===== config.mk =====
export PLATFORM = sky130hd
export DESIGN_NAME = lpg_gating
export DESIGN_NICKNAME = d
export VERILOG_FILES = /design/src/core/lpg_gate_cell.v /design/src/core/lpg_gating.v
export VERILOG_INCLUDE_DIRS = /design/src /design/src/core
export SDC_FILE = /design/constraint.sdc
export NUM_CORES = 1
export LEC_CHECK = 0
export ABC_AREA = 1
export BUFFER_PORTS_ARGS = -buffer_cell sky130_fd_sc_hd__clkbuf_2
export CAP_MARGIN = 5
export CORE_MARGIN = 1
export CORE_UTILIZATION = 33
export DETAILED_ROUTE_END_ITERATION = 12
export PLACE_DENSITY = 0.6
export SYNTH_ARGS = -nofsm -noshare
export SYNTH_HDL_FRONTEND = slang
export SYNTH_SLANG_ARGS = --single-unit

===== constraint.sdc =====
create_clock -name core_clk -period 1.4 [get_ports core_clk]
set_input_delay 0.21 -clock core_clk [delete_from_list [all_inputs] [get_ports core_clk]]
set_output_delay 0.21 -clock core_clk [all_outputs]
set_load 0.05 [all_outputs]

===== src/core/lpg_regs.vh =====
// register map, field layout and reset values of the low-side gating block
// How it works
// - Drive permit low forces gates off unless bypassed
// - Either supply undervoltage forces every gate off
// - Missing clock forces off when shutoff bit set
// - Gate on only when every condition permits
// - Channel six alone among general channels bypasses
// - DC/DC bypass ignores drive permit, not others
// - Gate pin high on command, low otherwise
// - Channels one to six hold two-bit slew codes
// - Channels one to six hold four-bit threshold codes
// - Channels seven, eight hold rise and fall codes
// - Edge codes select 1500, 300, 50, 25 V/us
// - DC/DC channels pass PWM up to full duty
// - DC/DC channels work as ordinary gated channels
`ifndef LPG_REGS_VH
`define LPG_REGS_VH

// ****************************************
// register addresses
// ****************************************
`define LPG_ADDR_W 9
`define LPG_DATA_W 16
`define LPG_OFS_THR_ONE 9'h16f
`define LPG_OFS_THR_TWO 9'h170
`define LPG_OFS_EDGE_TWO 9'h173
`define LPG_OFS_CLK_STATE 9'h1a8
`define LPG_OFS_OUT_A 9'h1c2
`define LPG_OFS_OUT_B 9'h1c5
`define LPG_OFS_OUT_C 9'h1c8
`define LPG_OFS_OUT_D 9'h1cb
`define LPG_OFS_OUT_E 9'h1ce
`define LPG_OFS_OUT_F 9'h1d1
`define LPG_OFS_DCDC_A 9'h1d4
`define LPG_OFS_DCDC_B 9'h1d7

// ****************************************
// field positions
// ****************************************
`define LPG_OUT_SLEW_LSB 0
`define LPG_OUT_BYPASS_BIT 2
`define LPG_OUT_CMD_BIT 15
`define LPG_DCDC_BYPASS_BIT 0
`define LPG_CLK_SHUTOFF_BIT 0
`define LPG_CLK_LOCK_BIT 1
`define LPG_CLK_TRIPPED_BIT 2

// ****************************************
// reset values
// ****************************************
`define LPG_RST_SLEW 2'h0
`define LPG_RST_THR 4'h0
`define LPG_RST_EDGE 2'h0
`define LPG_RST_BYPASS 1'h0
`define LPG_RST_SHUTOFF 1'h0

`endif


===== src/core/lpg_gate_cell.v =====
// one low-side channel: gate command built from request and permits
`timescale 1ns/1ns
`default_nettype none

module lpg_gate_cell #(
	parameter HAS_BYPASS = 1'b0
) (
	// clock and reset
	input wire core_clk,
	input wire nrst,
	// command inputs
	input wire gate_request,
	input wire global_drive_permit,
	input wire permit_bypass,
	input wire predriver_supply_low,
	input wire logic_supply_low,
	input wire clock_ok_permit,
	// gate pin drive
	output reg gate_drive_q
);

	wire bypass_ok;
	wire gate_drive_d;

	// only channels built with a bypass may skip the drive permit
	assign bypass_ok = HAS_BYPASS & permit_bypass;

	// every off condition wins; no minimum off time so full duty passes
	assign gate_drive_d = gate_request
		& ~predriver_supply_low & ~logic_supply_low
		& clock_ok_permit
		& (global_drive_permit | bypass_ok);

	// registered pin drive: high pulls gate to supply, low to power_ground
	always @(posedge core_clk or negedge nrst) begin
		if (!nrst) begin
			gate_drive_q <= 1'b0;
		end else begin
			gate_drive_q <= gate_drive_d;
		end
	end

endmodule // lpg_gate_cell

`default_nettype wire


===== src/core/lpg_gating.v =====
// top of the low-side pre-driver gating block with its register file
`timescale 1ns/1ns
`default_nettype none
`include "lpg_regs.vh"

module lpg_gating #(
	parameter NUM_GP = 6,
	parameter NUM_DCDC = 2
) (
	// clock and reset
	input wire core_clk,
	input wire nrst,
	// asynchronous level inputs from analog monitors and pins
	input wire global_drive_permit,
	input wire predriver_supply_low,
	input wire logic_supply_low,
	input wire pll_locked,
	// channel logic requests, same clock
	input wire [NUM_GP-1:0] gp_gate_request,
	input wire [NUM_DCDC-1:0] dcdc_gate_request,
	// register port from the serial interface core
	input wire [`LPG_ADDR_W-1:0] reg_addr,
	input wire reg_wr_en,
	input wire [`LPG_DATA_W-1:0] reg_wdata,
	input wire reg_rd_en,
	output reg [`LPG_DATA_W-1:0] reg_rdata_q,
	output reg reg_rvalid_q,
	// gate pin drives
	output wire [NUM_GP+NUM_DCDC-1:0] gate_drive,
	// analog configuration, channels one to six
	output wire [2*NUM_GP-1:0] gp_slew_code,
	output wire [4*NUM_GP-1:0] gp_drain_threshold,
	// analog configuration, channels seven and eight
	output wire [2*NUM_DCDC-1:0] dcdc_turn_on_strength,
	output wire [2*NUM_DCDC-1:0] dcdc_turn_off_strength
);

	// ****************************************
	// input synchronisers
	// ****************************************

	localparam NUM_SYNC = 4;
	localparam SYNC_PERMIT = 0;
	localparam SYNC_PRED = 1;
	localparam SYNC_LOGIC = 2;
	localparam SYNC_LOCK = 3;
	// safe levels while in reset: no permit, supplies low, clock lost
	// so no gate can rise before the monitors have really been sampled
	localparam [NUM_SYNC-1:0] SYNC_RST = 4'h6;

	wire [NUM_SYNC-1:0] sync_in;
	reg [NUM_SYNC-1:0] sync1_q;
	reg [NUM_SYNC-1:0] sync2_q;
	reg [NUM_SYNC-1:0] sync3_q;
	reg [NUM_SYNC-1:0] level_q;
	wire [NUM_SYNC-1:0] level_d;

	assign sync_in = {pll_locked, logic_supply_low, predriver_supply_low,
		global_drive_permit};

	// three stages; first stage feeds only the second
	// stage one may go metastable, so nothing else may read it
	always @(posedge core_clk or negedge nrst) begin
		if (!nrst) begin
			sync1_q <= SYNC_RST;
			sync2_q <= SYNC_RST;
			sync3_q <= SYNC_RST;
		end else begin
			sync1_q <= sync_in;
			sync2_q <= sync1_q;
			sync3_q <= sync2_q;
		end
	end

	// a change is accepted once stages two and three agree
	genvar gs;
	generate
		for (gs = 0; gs < NUM_SYNC; gs = gs + 1) begin : g_filt
			assign level_d[gs] = (sync2_q[gs] == sync3_q[gs]) ? sync3_q[gs] : level_q[gs];
		end
	endgenerate

	// filtered levels; costs three to four cycles of latency, far below any
	// gate edge time, and rejects single-cycle glitches from the monitors
	always @(posedge core_clk or negedge nrst) begin
		if (!nrst) begin
			level_q <= SYNC_RST;
		end else begin
			level_q <= level_d;
		end
	end

	wire permit_s;
	wire pred_low_s;
	wire logic_low_s;
	wire lock_s;

	assign permit_s = level_q[SYNC_PERMIT];
	assign pred_low_s = level_q[SYNC_PRED];
	assign logic_low_s = level_q[SYNC_LOGIC];
	assign lock_s = level_q[SYNC_LOCK];

	// ****************************************
	// configuration registers
	// ****************************************

	reg [2*NUM_GP-1:0] slew_q;
	reg [4*NUM_GP-1:0] thr_q;
	reg [2*NUM_DCDC-1:0] rise_q;
	reg [2*NUM_DCDC-1:0] fall_q;
	reg ch6_permit_bypass_q;
	reg [NUM_DCDC-1:0] dcdc_permit_bypass_q;
	reg clk_shutoff_en_q;

	// write strobes per register
	// full-address compare: unmapped writes fall through and change nothing
	// read-only fields have no storage, so writes to them are dropped
	wire wr_thr_one;
	wire wr_thr_two;
	wire wr_edge_two;
	wire wr_clk_state;
	wire [NUM_GP-1:0] wr_out;
	wire [NUM_DCDC-1:0] wr_dcdc;

	assign wr_thr_one = reg_wr_en & (reg_addr == `LPG_OFS_THR_ONE);
	assign wr_thr_two = reg_wr_en & (reg_addr == `LPG_OFS_THR_TWO);
	assign wr_edge_two = reg_wr_en & (reg_addr == `LPG_OFS_EDGE_TWO);
	assign wr_clk_state = reg_wr_en & (reg_addr == `LPG_OFS_CLK_STATE);
	assign wr_out[0] = reg_wr_en & (reg_addr == `LPG_OFS_OUT_A);
	assign wr_out[1] = reg_wr_en & (reg_addr == `LPG_OFS_OUT_B);
	assign wr_out[2] = reg_wr_en & (reg_addr == `LPG_OFS_OUT_C);
	assign wr_out[3] = reg_wr_en & (reg_addr == `LPG_OFS_OUT_D);
	assign wr_out[4] = reg_wr_en & (reg_addr == `LPG_OFS_OUT_E);
	assign wr_out[5] = reg_wr_en & (reg_addr == `LPG_OFS_OUT_F);
	assign wr_dcdc[0] = reg_wr_en & (reg_addr == `LPG_OFS_DCDC_A);
	assign wr_dcdc[1] = reg_wr_en & (reg_addr == `LPG_OFS_DCDC_B);

	// drain thresholds: part one holds channels 1..4, part two channels 5..6
	// upper byte of part two is unused and reads back as zero
	always @(posedge core_clk or negedge nrst) begin
		if (!nrst) begin
			thr_q <= {NUM_GP{`LPG_RST_THR}};
		end else begin
			if (wr_thr_one) begin
				thr_q[15:0] <= reg_wdata;
			end
			if (wr_thr_two) begin
				thr_q[23:16] <= reg_wdata[7:0];
			end
		end
	end

	// dcdc edge strengths: per channel rise in [1:0], fall in [3:2]
	always @(posedge core_clk or negedge nrst) begin
		if (!nrst) begin
			rise_q <= {NUM_DCDC{`LPG_RST_EDGE}};
			fall_q <= {NUM_DCDC{`LPG_RST_EDGE}};
		end else if (wr_edge_two) begin
			rise_q[1:0] <= reg_wdata[1:0];
			fall_q[1:0] <= reg_wdata[3:2];
			rise_q[3:2] <= reg_wdata[5:4];
			fall_q[3:2] <= reg_wdata[7:6];
		end
	end

	// clock-loss shutoff enable, off after reset
	// trade-off: armed only by software, so a cold start never trips on the pll
	always @(posedge core_clk or negedge nrst) begin
		if (!nrst) begin
			clk_shutoff_en_q <= `LPG_RST_SHUTOFF;
		end else if (wr_clk_state) begin
			clk_shutoff_en_q <= reg_wdata[`LPG_CLK_SHUTOFF_BIT];
		end
	end

	// general channel slew codes; bypass bit is kept only for channel six
	genvar gc;
	generate
		for (gc = 0; gc < NUM_GP; gc = gc + 1) begin : g_slew
			always @(posedge core_clk or negedge nrst) begin
				if (!nrst) begin
					slew_q[2*gc+1:2*gc] <= `LPG_RST_SLEW;
				end else if (wr_out[gc]) begin
					slew_q[2*gc+1:2*gc] <= reg_wdata[`LPG_OUT_SLEW_LSB+1:`LPG_OUT_SLEW_LSB];
				end
			end
		end
	endgenerate

	// channel six bypass: the other general channels have no such storage
	// keeping bypass storage out of channels 1..5 means no write can defeat
	// their drive permit path
	always @(posedge core_clk or negedge nrst) begin
		if (!nrst) begin
			ch6_permit_bypass_q <= `LPG_RST_BYPASS;
		end else if (wr_out[NUM_GP-1]) begin
			ch6_permit_bypass_q <= reg_wdata[`LPG_OUT_BYPASS_BIT];
		end
	end

	// dcdc channel bypass bits
	genvar gd;
	generate
		for (gd = 0; gd < NUM_DCDC; gd = gd + 1) begin : g_dcdc_cfg
			always @(posedge core_clk or negedge nrst) begin
				if (!nrst) begin
					dcdc_permit_bypass_q[gd] <= `LPG_RST_BYPASS;
				end else if (wr_dcdc[gd]) begin
					dcdc_permit_bypass_q[gd] <= reg_wdata[`LPG_DCDC_BYPASS_BIT];
				end
			end
		end
	endgenerate

	// ****************************************
	// gating
	// ****************************************

	wire clock_ok_permit;
	wire [NUM_GP+NUM_DCDC-1:0] all_request;
	wire [NUM_GP+NUM_DCDC-1:0] all_bypass;

	// lost clock only matters once software has armed the shutoff
	// the lock level is the filtered one, so a one-cycle lock glitch is ignored
	assign clock_ok_permit = ~(clk_shutoff_en_q & ~lock_s);

	assign all_request = {dcdc_gate_request, gp_gate_request};
	assign all_bypass = {dcdc_permit_bypass_q, ch6_permit_bypass_q, {(NUM_GP-1){1'b0}}};

	// channels 1..5 without bypass, channel 6 and dcdc channels with it;
	// dcdc channels share the same cell, so they serve as plain channels too
	genvar gg;
	generate
		for (gg = 0; gg < NUM_GP + NUM_DCDC; gg = gg + 1) begin : g_gate
			lpg_gate_cell #(
				.HAS_BYPASS((gg >= NUM_GP - 1) ? 1'b1 : 1'b0)
			) u_cell (
				.core_clk(core_clk),
				.nrst(nrst),
				.gate_request(all_request[gg]),
				.global_drive_permit(permit_s),
				.permit_bypass(all_bypass[gg]),
				.predriver_supply_low(pred_low_s),
				.logic_supply_low(logic_low_s),
				.clock_ok_permit(clock_ok_permit),
				.gate_drive_q(gate_drive[gg])
			);
		end
	endgenerate

	// ****************************************
	// analog configuration outputs
	// ****************************************

	// codes go straight from their registers to the drivers and comparators
	// limitation: a code change during a gate edge applies at once, no retiming
	assign gp_slew_code = slew_q;
	assign gp_drain_threshold = thr_q;
	assign dcdc_turn_on_strength = rise_q;
	assign dcdc_turn_off_strength = fall_q;

	// ****************************************
	// register read back
	// ****************************************

	reg [`LPG_DATA_W-1:0] rd_mux;

	// out_cfg words also show the channel's live gate command in bit 15
	// purely combinational on reg_addr; only the read strobe samples it
	always @* begin
		rd_mux = {`LPG_DATA_W{1'b0}};
		case (reg_addr)
			`LPG_OFS_THR_ONE: begin
				rd_mux = thr_q[15:0];
			end
			`LPG_OFS_THR_TWO: begin
				rd_mux[7:0] = thr_q[23:16];
			end
			`LPG_OFS_EDGE_TWO: begin
				rd_mux[7:0] = {fall_q[3:2], rise_q[3:2], fall_q[1:0], rise_q[1:0]};
			end
			`LPG_OFS_CLK_STATE: begin
				rd_mux[`LPG_CLK_SHUTOFF_BIT] = clk_shutoff_en_q;
				rd_mux[`LPG_CLK_LOCK_BIT] = lock_s;
				rd_mux[`LPG_CLK_TRIPPED_BIT] = ~clock_ok_permit;
			end
			`LPG_OFS_OUT_A: begin
				rd_mux[1:0] = slew_q[1:0];
				rd_mux[`LPG_OUT_CMD_BIT] = gate_drive[0];
			end
			`LPG_OFS_OUT_B: begin
				rd_mux[1:0] = slew_q[3:2];
				rd_mux[`LPG_OUT_CMD_BIT] = gate_drive[1];
			end
			`LPG_OFS_OUT_C: begin
				rd_mux[1:0] = slew_q[5:4];
				rd_mux[`LPG_OUT_CMD_BIT] = gate_drive[2];
			end
			`LPG_OFS_OUT_D: begin
				rd_mux[1:0] = slew_q[7:6];
				rd_mux[`LPG_OUT_CMD_BIT] = gate_drive[3];
			end
			`LPG_OFS_OUT_E: begin
				rd_mux[1:0] = slew_q[9:8];
				rd_mux[`LPG_OUT_CMD_BIT] = gate_drive[4];
			end
			`LPG_OFS_OUT_F: begin
				rd_mux[1:0] = slew_q[11:10];
				rd_mux[`LPG_OUT_BYPASS_BIT] = ch6_permit_bypass_q;
				rd_mux[`LPG_OUT_CMD_BIT] = gate_drive[5];
			end
			`LPG_OFS_DCDC_A: begin
				rd_mux[`LPG_DCDC_BYPASS_BIT] = dcdc_permit_bypass_q[0];
				rd_mux[`LPG_OUT_CMD_BIT] = gate_drive[6];
			end
			`LPG_OFS_DCDC_B: begin
				rd_mux[`LPG_DCDC_BYPASS_BIT] = dcdc_permit_bypass_q[1];
				rd_mux[`LPG_OUT_CMD_BIT] = gate_drive[7];
			end
			default: begin
				rd_mux = {`LPG_DATA_W{1'b0}}; // unmapped reads as zero
			end
		endcase
	end

	// read data held in a register so the serial shifter sees a stable word
	// rvalid is a pulse; rdata keeps the last word until the next read
	always @(posedge core_clk or negedge nrst) begin
		if (!nrst) begin
			reg_rdata_q <= {`LPG_DATA_W{1'b0}};
			reg_rvalid_q <= 1'b0;
		end else begin
			reg_rvalid_q <= reg_rd_en;
			if (reg_rd_en) begin
				reg_rdata_q <= rd_mux;
			end
		end
	end

endmodule // lpg_gating

`default_nettype wire


==> results of run 1 <==
## worst min-delay path: cells and delay by family
kind | cells | cell delay, ps
simple gates | 2 | 90
buf+inv | 1 | 80
## flip-flops by register name, indices dropped and copies added, names as in the netlist
register	flops
sync1_q	4
reg_rdata_q	16
dcdc_turn_on_strength	4
g_gate.u_cell.gate_drive_q	8
gp_slew_code	12
ch6_permit_bypass_q	1
gp_drain_threshold	24
sync2_q	4
all_bypass	2
sync3_q	4
clk_shutoff_en_q	1
dcdc_turn_off_strength	4
reg_rvalid_q	1
level_q	4
## metrics by stage
stage	worst slack, ps	area, µm²	utilization
finish	119	5030	0.439
global route	79.3	5030	0.439
CTS	116	5030	0.439
detailed placement	-92.4	4710	0.411
global placement	-39.4	4710	0.411
floorplan	85.6	3910	-
## power breakdown
group | switching [µW] | internal (µW) | total (µW) | leakage [µW]
Clock | 937 | 1280 | 2220 | 0.000132
Combinational | 393 | 163 | 556 | 0.00130
Sequential | 59.5 | 2660 | 2720 | 0.00118
## per-layer routing
| layer | routed length [µm] | vias up | global-route usage |
|---|---|---|---|
| li1 | - | 1679 | - |
| met1 | 4830 | 1596 | 0.237 |
| met2 | 4820 | 92 | 0.288 |
| met3 | 480 | 15 | 0.0383 |
| met4 | 233 | 0 | 0.0809 |
| met5 | 0 | - | 0 |
## cell usage after synthesis
cell type / count / area [µm²]
mux2i_1: 1 / 10.0
dfrtp_1: 81 / 2030
nor2_1: 32 / 120
clkbuf_1: 5 / 18.8
nand2_1: 133 / 499
inv_1: 31 / 116
o21ai_1: 9 / 45.0
inv_2: 2 / 7.51
buf_4: 9 / 67.6
maj3_1: 4 / 40.0
nand3b_1: 1 / 7.51
buf_6: 2 / 22.5
dfstp_2: 8 / 210
nand2_2: 2 / 12.5
buf_2: 4 / 20.0
mux2_1: 4 / 45.0
nand4_1: 7 / 43.8
nor2_2: 4 / 25.0
nand4_4: 1 / 21.3
mux2_2: 5 / 56.3
nor2_4: 2 / 22.5
buf_1: 1 / 3.75
o21ai_0: 41 / 205
nand3_1: 42 / 210
o211ai_1: 4 / 30.0
nor3_2: 1 / 10.0
nor3_1: 3 / 15.0
## what timing repair did
item | in CTS | in global routing
buffers inserted | 0 | 0
hold endpoints to repair | 20 | 0
hold buffers | 5 | 0
## cells by family (layout without fill, tap and decap cells)
family	Yosys count	in the layout	synth area share
adders and majority gates	4	4	0.0102
AOI/OAI and AO/OA	54	54	0.0716
muxes	10	10	0.0285
buffers and inverters	54	186	0.0656
DFF	89	89	0.572
and+or+nand+nor	228	228	0.252
## final timing paths
kind	from	end	slack [ps]	cells after the start
setup / recovery	gp_drain_threshold[16]$_DFFE_PN0P_	gp_drain_threshold[16]	120	1
hold / removal	gp_gate_request[0]	g_gate[0].u_cell.gate_drive_q$_DFF_PN0_	70	3
setup reg to reg	level_q[3]$_DFFE_PN0N_	g_gate[3].u_cell.gate_drive_q$_DFF_PN0_	310	4
max in group asynchronous	nrst	reg_rdata_q[1]$_DFFE_PN0P_	570	3
min in group asynchronous	nrst	g_gate[3].u_cell.gate_drive_q$_DFF_PN0_	320	2
hold reg to reg	sync1_q[1]$_DFF_PN1_	sync2_q[1]$_DFF_PN1_	360	0
## cell type report
cell class | count | area, µm²
clock buffer | 12 | 256
clock inverter | 3 | 16.3
fill | 1149 | 6430
inverter | 33 | 124
multi-input combinational | 296 | 1420
sequential | 89 | 2240
tap | 143 | 179
timing repair buffer | 138 | 803
==> impl_results.md, run 1 <==
* Status: finished clean
* 1st-pass router iterations at 4
* Vias/cell at 4.74
* Crit path max-delay family: flip-flops
* Hold crit path type: input port to flip-flop
* Worst Path Buf+Inv at 1
* Fin Setup TNS at 0 ps
* CTS buffer count at 9
* CP Capture Type: output pin
* Maximum VDD drop at between 0.5 and 0.6 mV
* CTS tree: yes
* Routability-driven placement congestion ratio at about 0.83
* Tot GR Track Use at 0.181
* Placeable Area at roughly 11,000 µm²
* FF+latch count, synth at between 80 and 90
* # IOs at 110
* Power Total at about 5500 µW
* CP Launch Type: flip-flop
* Routed wire per std cell at 14.5 µm
* Pwr per Cell Area at about 1100 nW/µm²
* Final Hold Vio Count at 0
* Commonest cells after routing, fill and taps aside: nand2_1, clkbuf_2, dfrtp_1, nand3_1, o21ai_0
* Largest net degree at the start of global routing at 37
* Max Fanout on Critical Path at 3
* Post-Synthesis Cells at ~440
* P&R area growth vs syn at 28.7%
* Critical Path, Cell by Cell: clkbuf_2
* Max incr delay on CP at approximately 420 ps
* First-pass GRT wire length at between 15 and 20 mm
* 1st-iter DRT viols at ~150
* H-tree Lvls at 3
* Worst Tran Pin Value at about 500 ps
* Sequential-to-total area share from yosys stat at 0.572
* Leakage at 0.00262 µW
* Most common cell after layout, fill and taps aside: nand2_1
* Full die area at between 10,000 and 15,000 µm²
* N_diodes at 0
* F_max at between 0.7 and 0.8 GHz
* Tmin final at ~1300 ps
* Clock Latency Late Sink at ~340 ps
* Warnings from Yosys at 0
* Clock Tree Root: clkbuf_16
* Post-route DRC violation count at 0
* Final worst-path cycle share at 0.915
* Crit path required time at approximately 1200 ps
* Total placed cells including tap cells at ~690
* Vias at 3,382
* Starting density of the core at 0.341
* Port bufs at between 100 and 150
* Clk_skew at around 4 ps
* Synthesized Nets at 480
* Distinct cells, synth at 27
* CTS Sinks at between 80 and 90
* Max-slew violations at 0
* Die W at 111 µm
* Post-Syn Area per Cell at 8.91 µm²
* Worst EP arrival at 1070 ps
* Final setup viols at 0
* Post-route ant nets at 0
* RSZ-0062 raised after global routing: false
* Slew HR at 0.675
* Hold slack at between 70 and 80 ps
* Row count at 39
* Vias in the first global route at between 3,000 and 4,000
* CTS resizes at 0
* Ratio of cells with drive above 1 in the final layout at 0.299
* Synthesized area at roughly 3900 µm²
* Initial antenna violation count at 0
* Total wire length at slightly above 10 mm
* Clock slew at reported path FFs at 60 ps
* Detailed placement HPWL at roughly 8 mm
* Die Y at ~110 µm
* Buffer depth of the longest clock path at 2
* Crit Path Category: flip-flop to output pin
* Fin nets at around 610
* GRT overflow at 0
* Layout Cells excl Fill at 714
* Max-Cap Viols at 0
* Critical Path Slowest Stage Cell: dfrtp_1
Note: power is estimated with default switching activity, not from simulation.
==> inputs of run 2 (changes only) <==
--- a/config.mk
+++ b/config.mk
@@ -12,6 +12,7 @@
 export CORE_MARGIN = 1
 export CORE_UTILIZATION = 33
 export DETAILED_ROUTE_END_ITERATION = 12
+export MAX_ROUTING_LAYER = met4
 export PLACE_DENSITY = 0.6
 export SYNTH_ARGS = -nofsm -noshare
 export SYNTH_HDL_FRONTEND = slang
==> run 2 against run 1 <==
Non-clock buffer count rose by 1. Clock skew rose by 1.4 ps. Via count fell by 0.21%. Global-route usage rose by 0.65 points. Maximum frequency fell by 0.64%. Routed wire length rose by 1.1%. Power fell by 1.8%. Largest power group unchanged.
==> impl_results.md, run 2 (synthesized netlist as in run 1, its figures left out) <==
* Status: finished clean
* Crit path max-delay family: flip-flops
* Pwr per Cell Area at 1070 nW/µm² (-1.5%)
* Ratio of cells with drive above 1 in the final layout at 0.301 (+0.00175)
* Hold crit path type: input port to flip-flop
* Largest net degree at the start of global routing at 34 (-8.1%)
* P&R area growth vs syn at 28.3%
* Die W at 111 µm (unchanged)
* Filler Cell Count at 1,156 (+0.61%)
* Critical Path Slowest Stage Cell: dfrtp_1
* Fin util at 0.438 (-0.00120)
* 1st-iter DRT viols at 260 (+71%)
* Post-CTS setup buffers at 0 (unchanged)
* CTS resizes at 0 (unchanged)
* # IOs at 110 (unchanged)
* Routed wire per std cell at 14.7 µm (+1.1%)
* Flip-flop count of the largest register after layout at 24 (unchanged)
* Tmin final at 1290 ps (+8.29 ps)
* Fin nets at 609 (+0.16%)
* Register Area at 2240 µm² (unchanged)
* Reg2reg setup slack at 330 ps (+20 ps)
* Multi-input gate area at 1420 µm² (unchanged)
* N_diodes at 0 (unchanged)
* Crit Path Category: flip-flop to output pin
* Leakage at 0.00262 µW (-0.10%)
* H-tree Lvls at 3 (unchanged)
* Max Fanout on Critical Path at 3 (unchanged)
* Vias in the first global route at 3,354 (-0.68%)
* Total wire length at 10.5 mm (+1.1%)
* CP Capture Type: output pin
* Clk_skew at 5.54 ps (+1.42 ps)
* First-pass GRT wire length at 17.5 mm (+1.2%)
* Clock Latency Late Sink at 340 ps (about the same)
* Power Total at 5400 µW (-1.8%)
* Max incr delay on CP at 430 ps (about the same)
* Die Y at 111 µm (unchanged)
* Slew HR at 0.660 (-0.0148)
* Critical Path, Cell by Cell: clkbuf_2
* Tot GR Track Use at 0.187 (+0.00648)
* CTS tree: yes
* Crit path required time at 1190 ps (about the same)
* Worst Path Buf+Inv at 1 (unchanged)
* Buffer depth of the longest clock path at 2 (unchanged)
* Port bufs at 109 (unchanged)
* Detailed placement HPWL at 7.95 mm (-0.17%)
* Vias/cell at 4.73 (-0.21%)
* Worst EP arrival at 1080 ps (about the same)
* CP Launch Type: flip-flop
* Most common cell after layout, fill and taps aside: nand2_1
* Maximum VDD drop at 0.503 mV (-1.2%)
* Max-Cap Viols at 0 (unchanged)
* CTS Sinks at 89 (unchanged)
* Initial antenna violation count at 0 (unchanged)
* CTS buffer count at 9 (unchanged)
* Final Hold Vio Count at 0 (unchanged)
* Clock slew at reported path FFs at 60 ps (about the same)
* RSZ-0062 raised after global routing: false
* Placeable Area at 11,500 µm² (unchanged)
* Commonest cells after routing, fill and taps aside: nand2_1, clkbuf_2, dfrtp_1, nand3_1, o21ai_0
* Max-slew violations at 0 (unchanged)
* Total placed cells including tap cells at 695 (+0.14%)
* Final worst-path cycle share at 0.921 (+0.00592)
* Worst Tran Pin Value at 509 ps (+22.2 ps)
* 1st-pass router iterations at 4 (unchanged)
* Row count at 39 (unchanged)
* Post-route ant nets at 0 (unchanged)
* Routability-driven placement congestion ratio at 0.820 (-1.1%)
* Cts hold-fix bufs at 5 (unchanged)
* Clock Tree Root: clkbuf_16
* Vias at 3,375 (-0.21%)
* F_max at 0.776 GHz (-0.64%)
* Layout Cells excl Fill at 714 (unchanged)
* GRT overflow at 0 (unchanged)
* Starting density of the core at 0.341 (unchanged)
* Post-route DRC violation count at 0 (unchanged)
* Full die area at 12,300 µm² (unchanged)
* Final setup viols at 0 (unchanged)
-- run 2: layout make-up --
type                       count  share of cell area
inverter                      33              0.0247
tap                          143              0.0356
timing repair buffer         139               0.161
multi-input combinational    296               0.283
sequential                    89               0.446
clock inverter                 4             0.00449
clock buffer                  10              0.0456
-- run 2: worst paths after layout --
path,startpoint,endpoint,cells past startpoint
setup reg to reg,level_q[3]$_DFFE_PN0N_,g_gate[0].u_cell.gate_drive_q$_DFF_PN0_,4
max in group asynchronous,nrst,reg_rdata_q[7]$_DFFE_PN0P_,3
min in group asynchronous,nrst,gp_slew_code[6]$_DFFE_PN0P_,2
setup / recovery,gp_drain_threshold[16]$_DFFE_PN0P_,gp_drain_threshold[16],1
hold reg to reg,sync1_q[2]$_DFF_PN1_,sync2_q[2]$_DFF_PN1_,0
hold / removal,gp_gate_request[1],g_gate[1].u_cell.gate_drive_q$_DFF_PN0_,3
-- run 2: routing by layer --
layer / global-route usage / vias to the layer above / part of all wire
met1: 0.255 / 1578 / 0.46
met4: 0.0649 / 0 / 0.017
met3: 0.0339 / 13 / 0.056
met5: - / - / 0
li1: - / 1681 / -
met2: 0.282 / 103 / 0.47
-- run 2: per-stage QoR --
stage	worst slack, ps	TNS, ps	hold WS [ps]	cell area [µm²]
after floorplan	85.6	0	-85.6	3910
after global placement	-40.3	-507	146	4720
after detailed placement	-71.9	-998	150	4720
after CTS	119	0	66.1	5020
after global routing	71.1	0	80.4	5020
final	111	0	70.9	5020
-- run 2: power breakdown --
| group | internal, µW | switching [µW] | total, µW |
|---|---|---|---|
| sequential | 2660 | 60.3 | 2720 |
| clock | 1170 | 946 | 2120 |
| combinational | 163 | 393 | 557 |
| total | 4000 | 1400 | 5400 |
-- run 2: worst reg2reg max path, stage by stage, from the launching register on --
cell,delay (ps)
dfrtp_1,400
nor2_1,200
nor3_1,70
inv_1,210
nor2_1,70
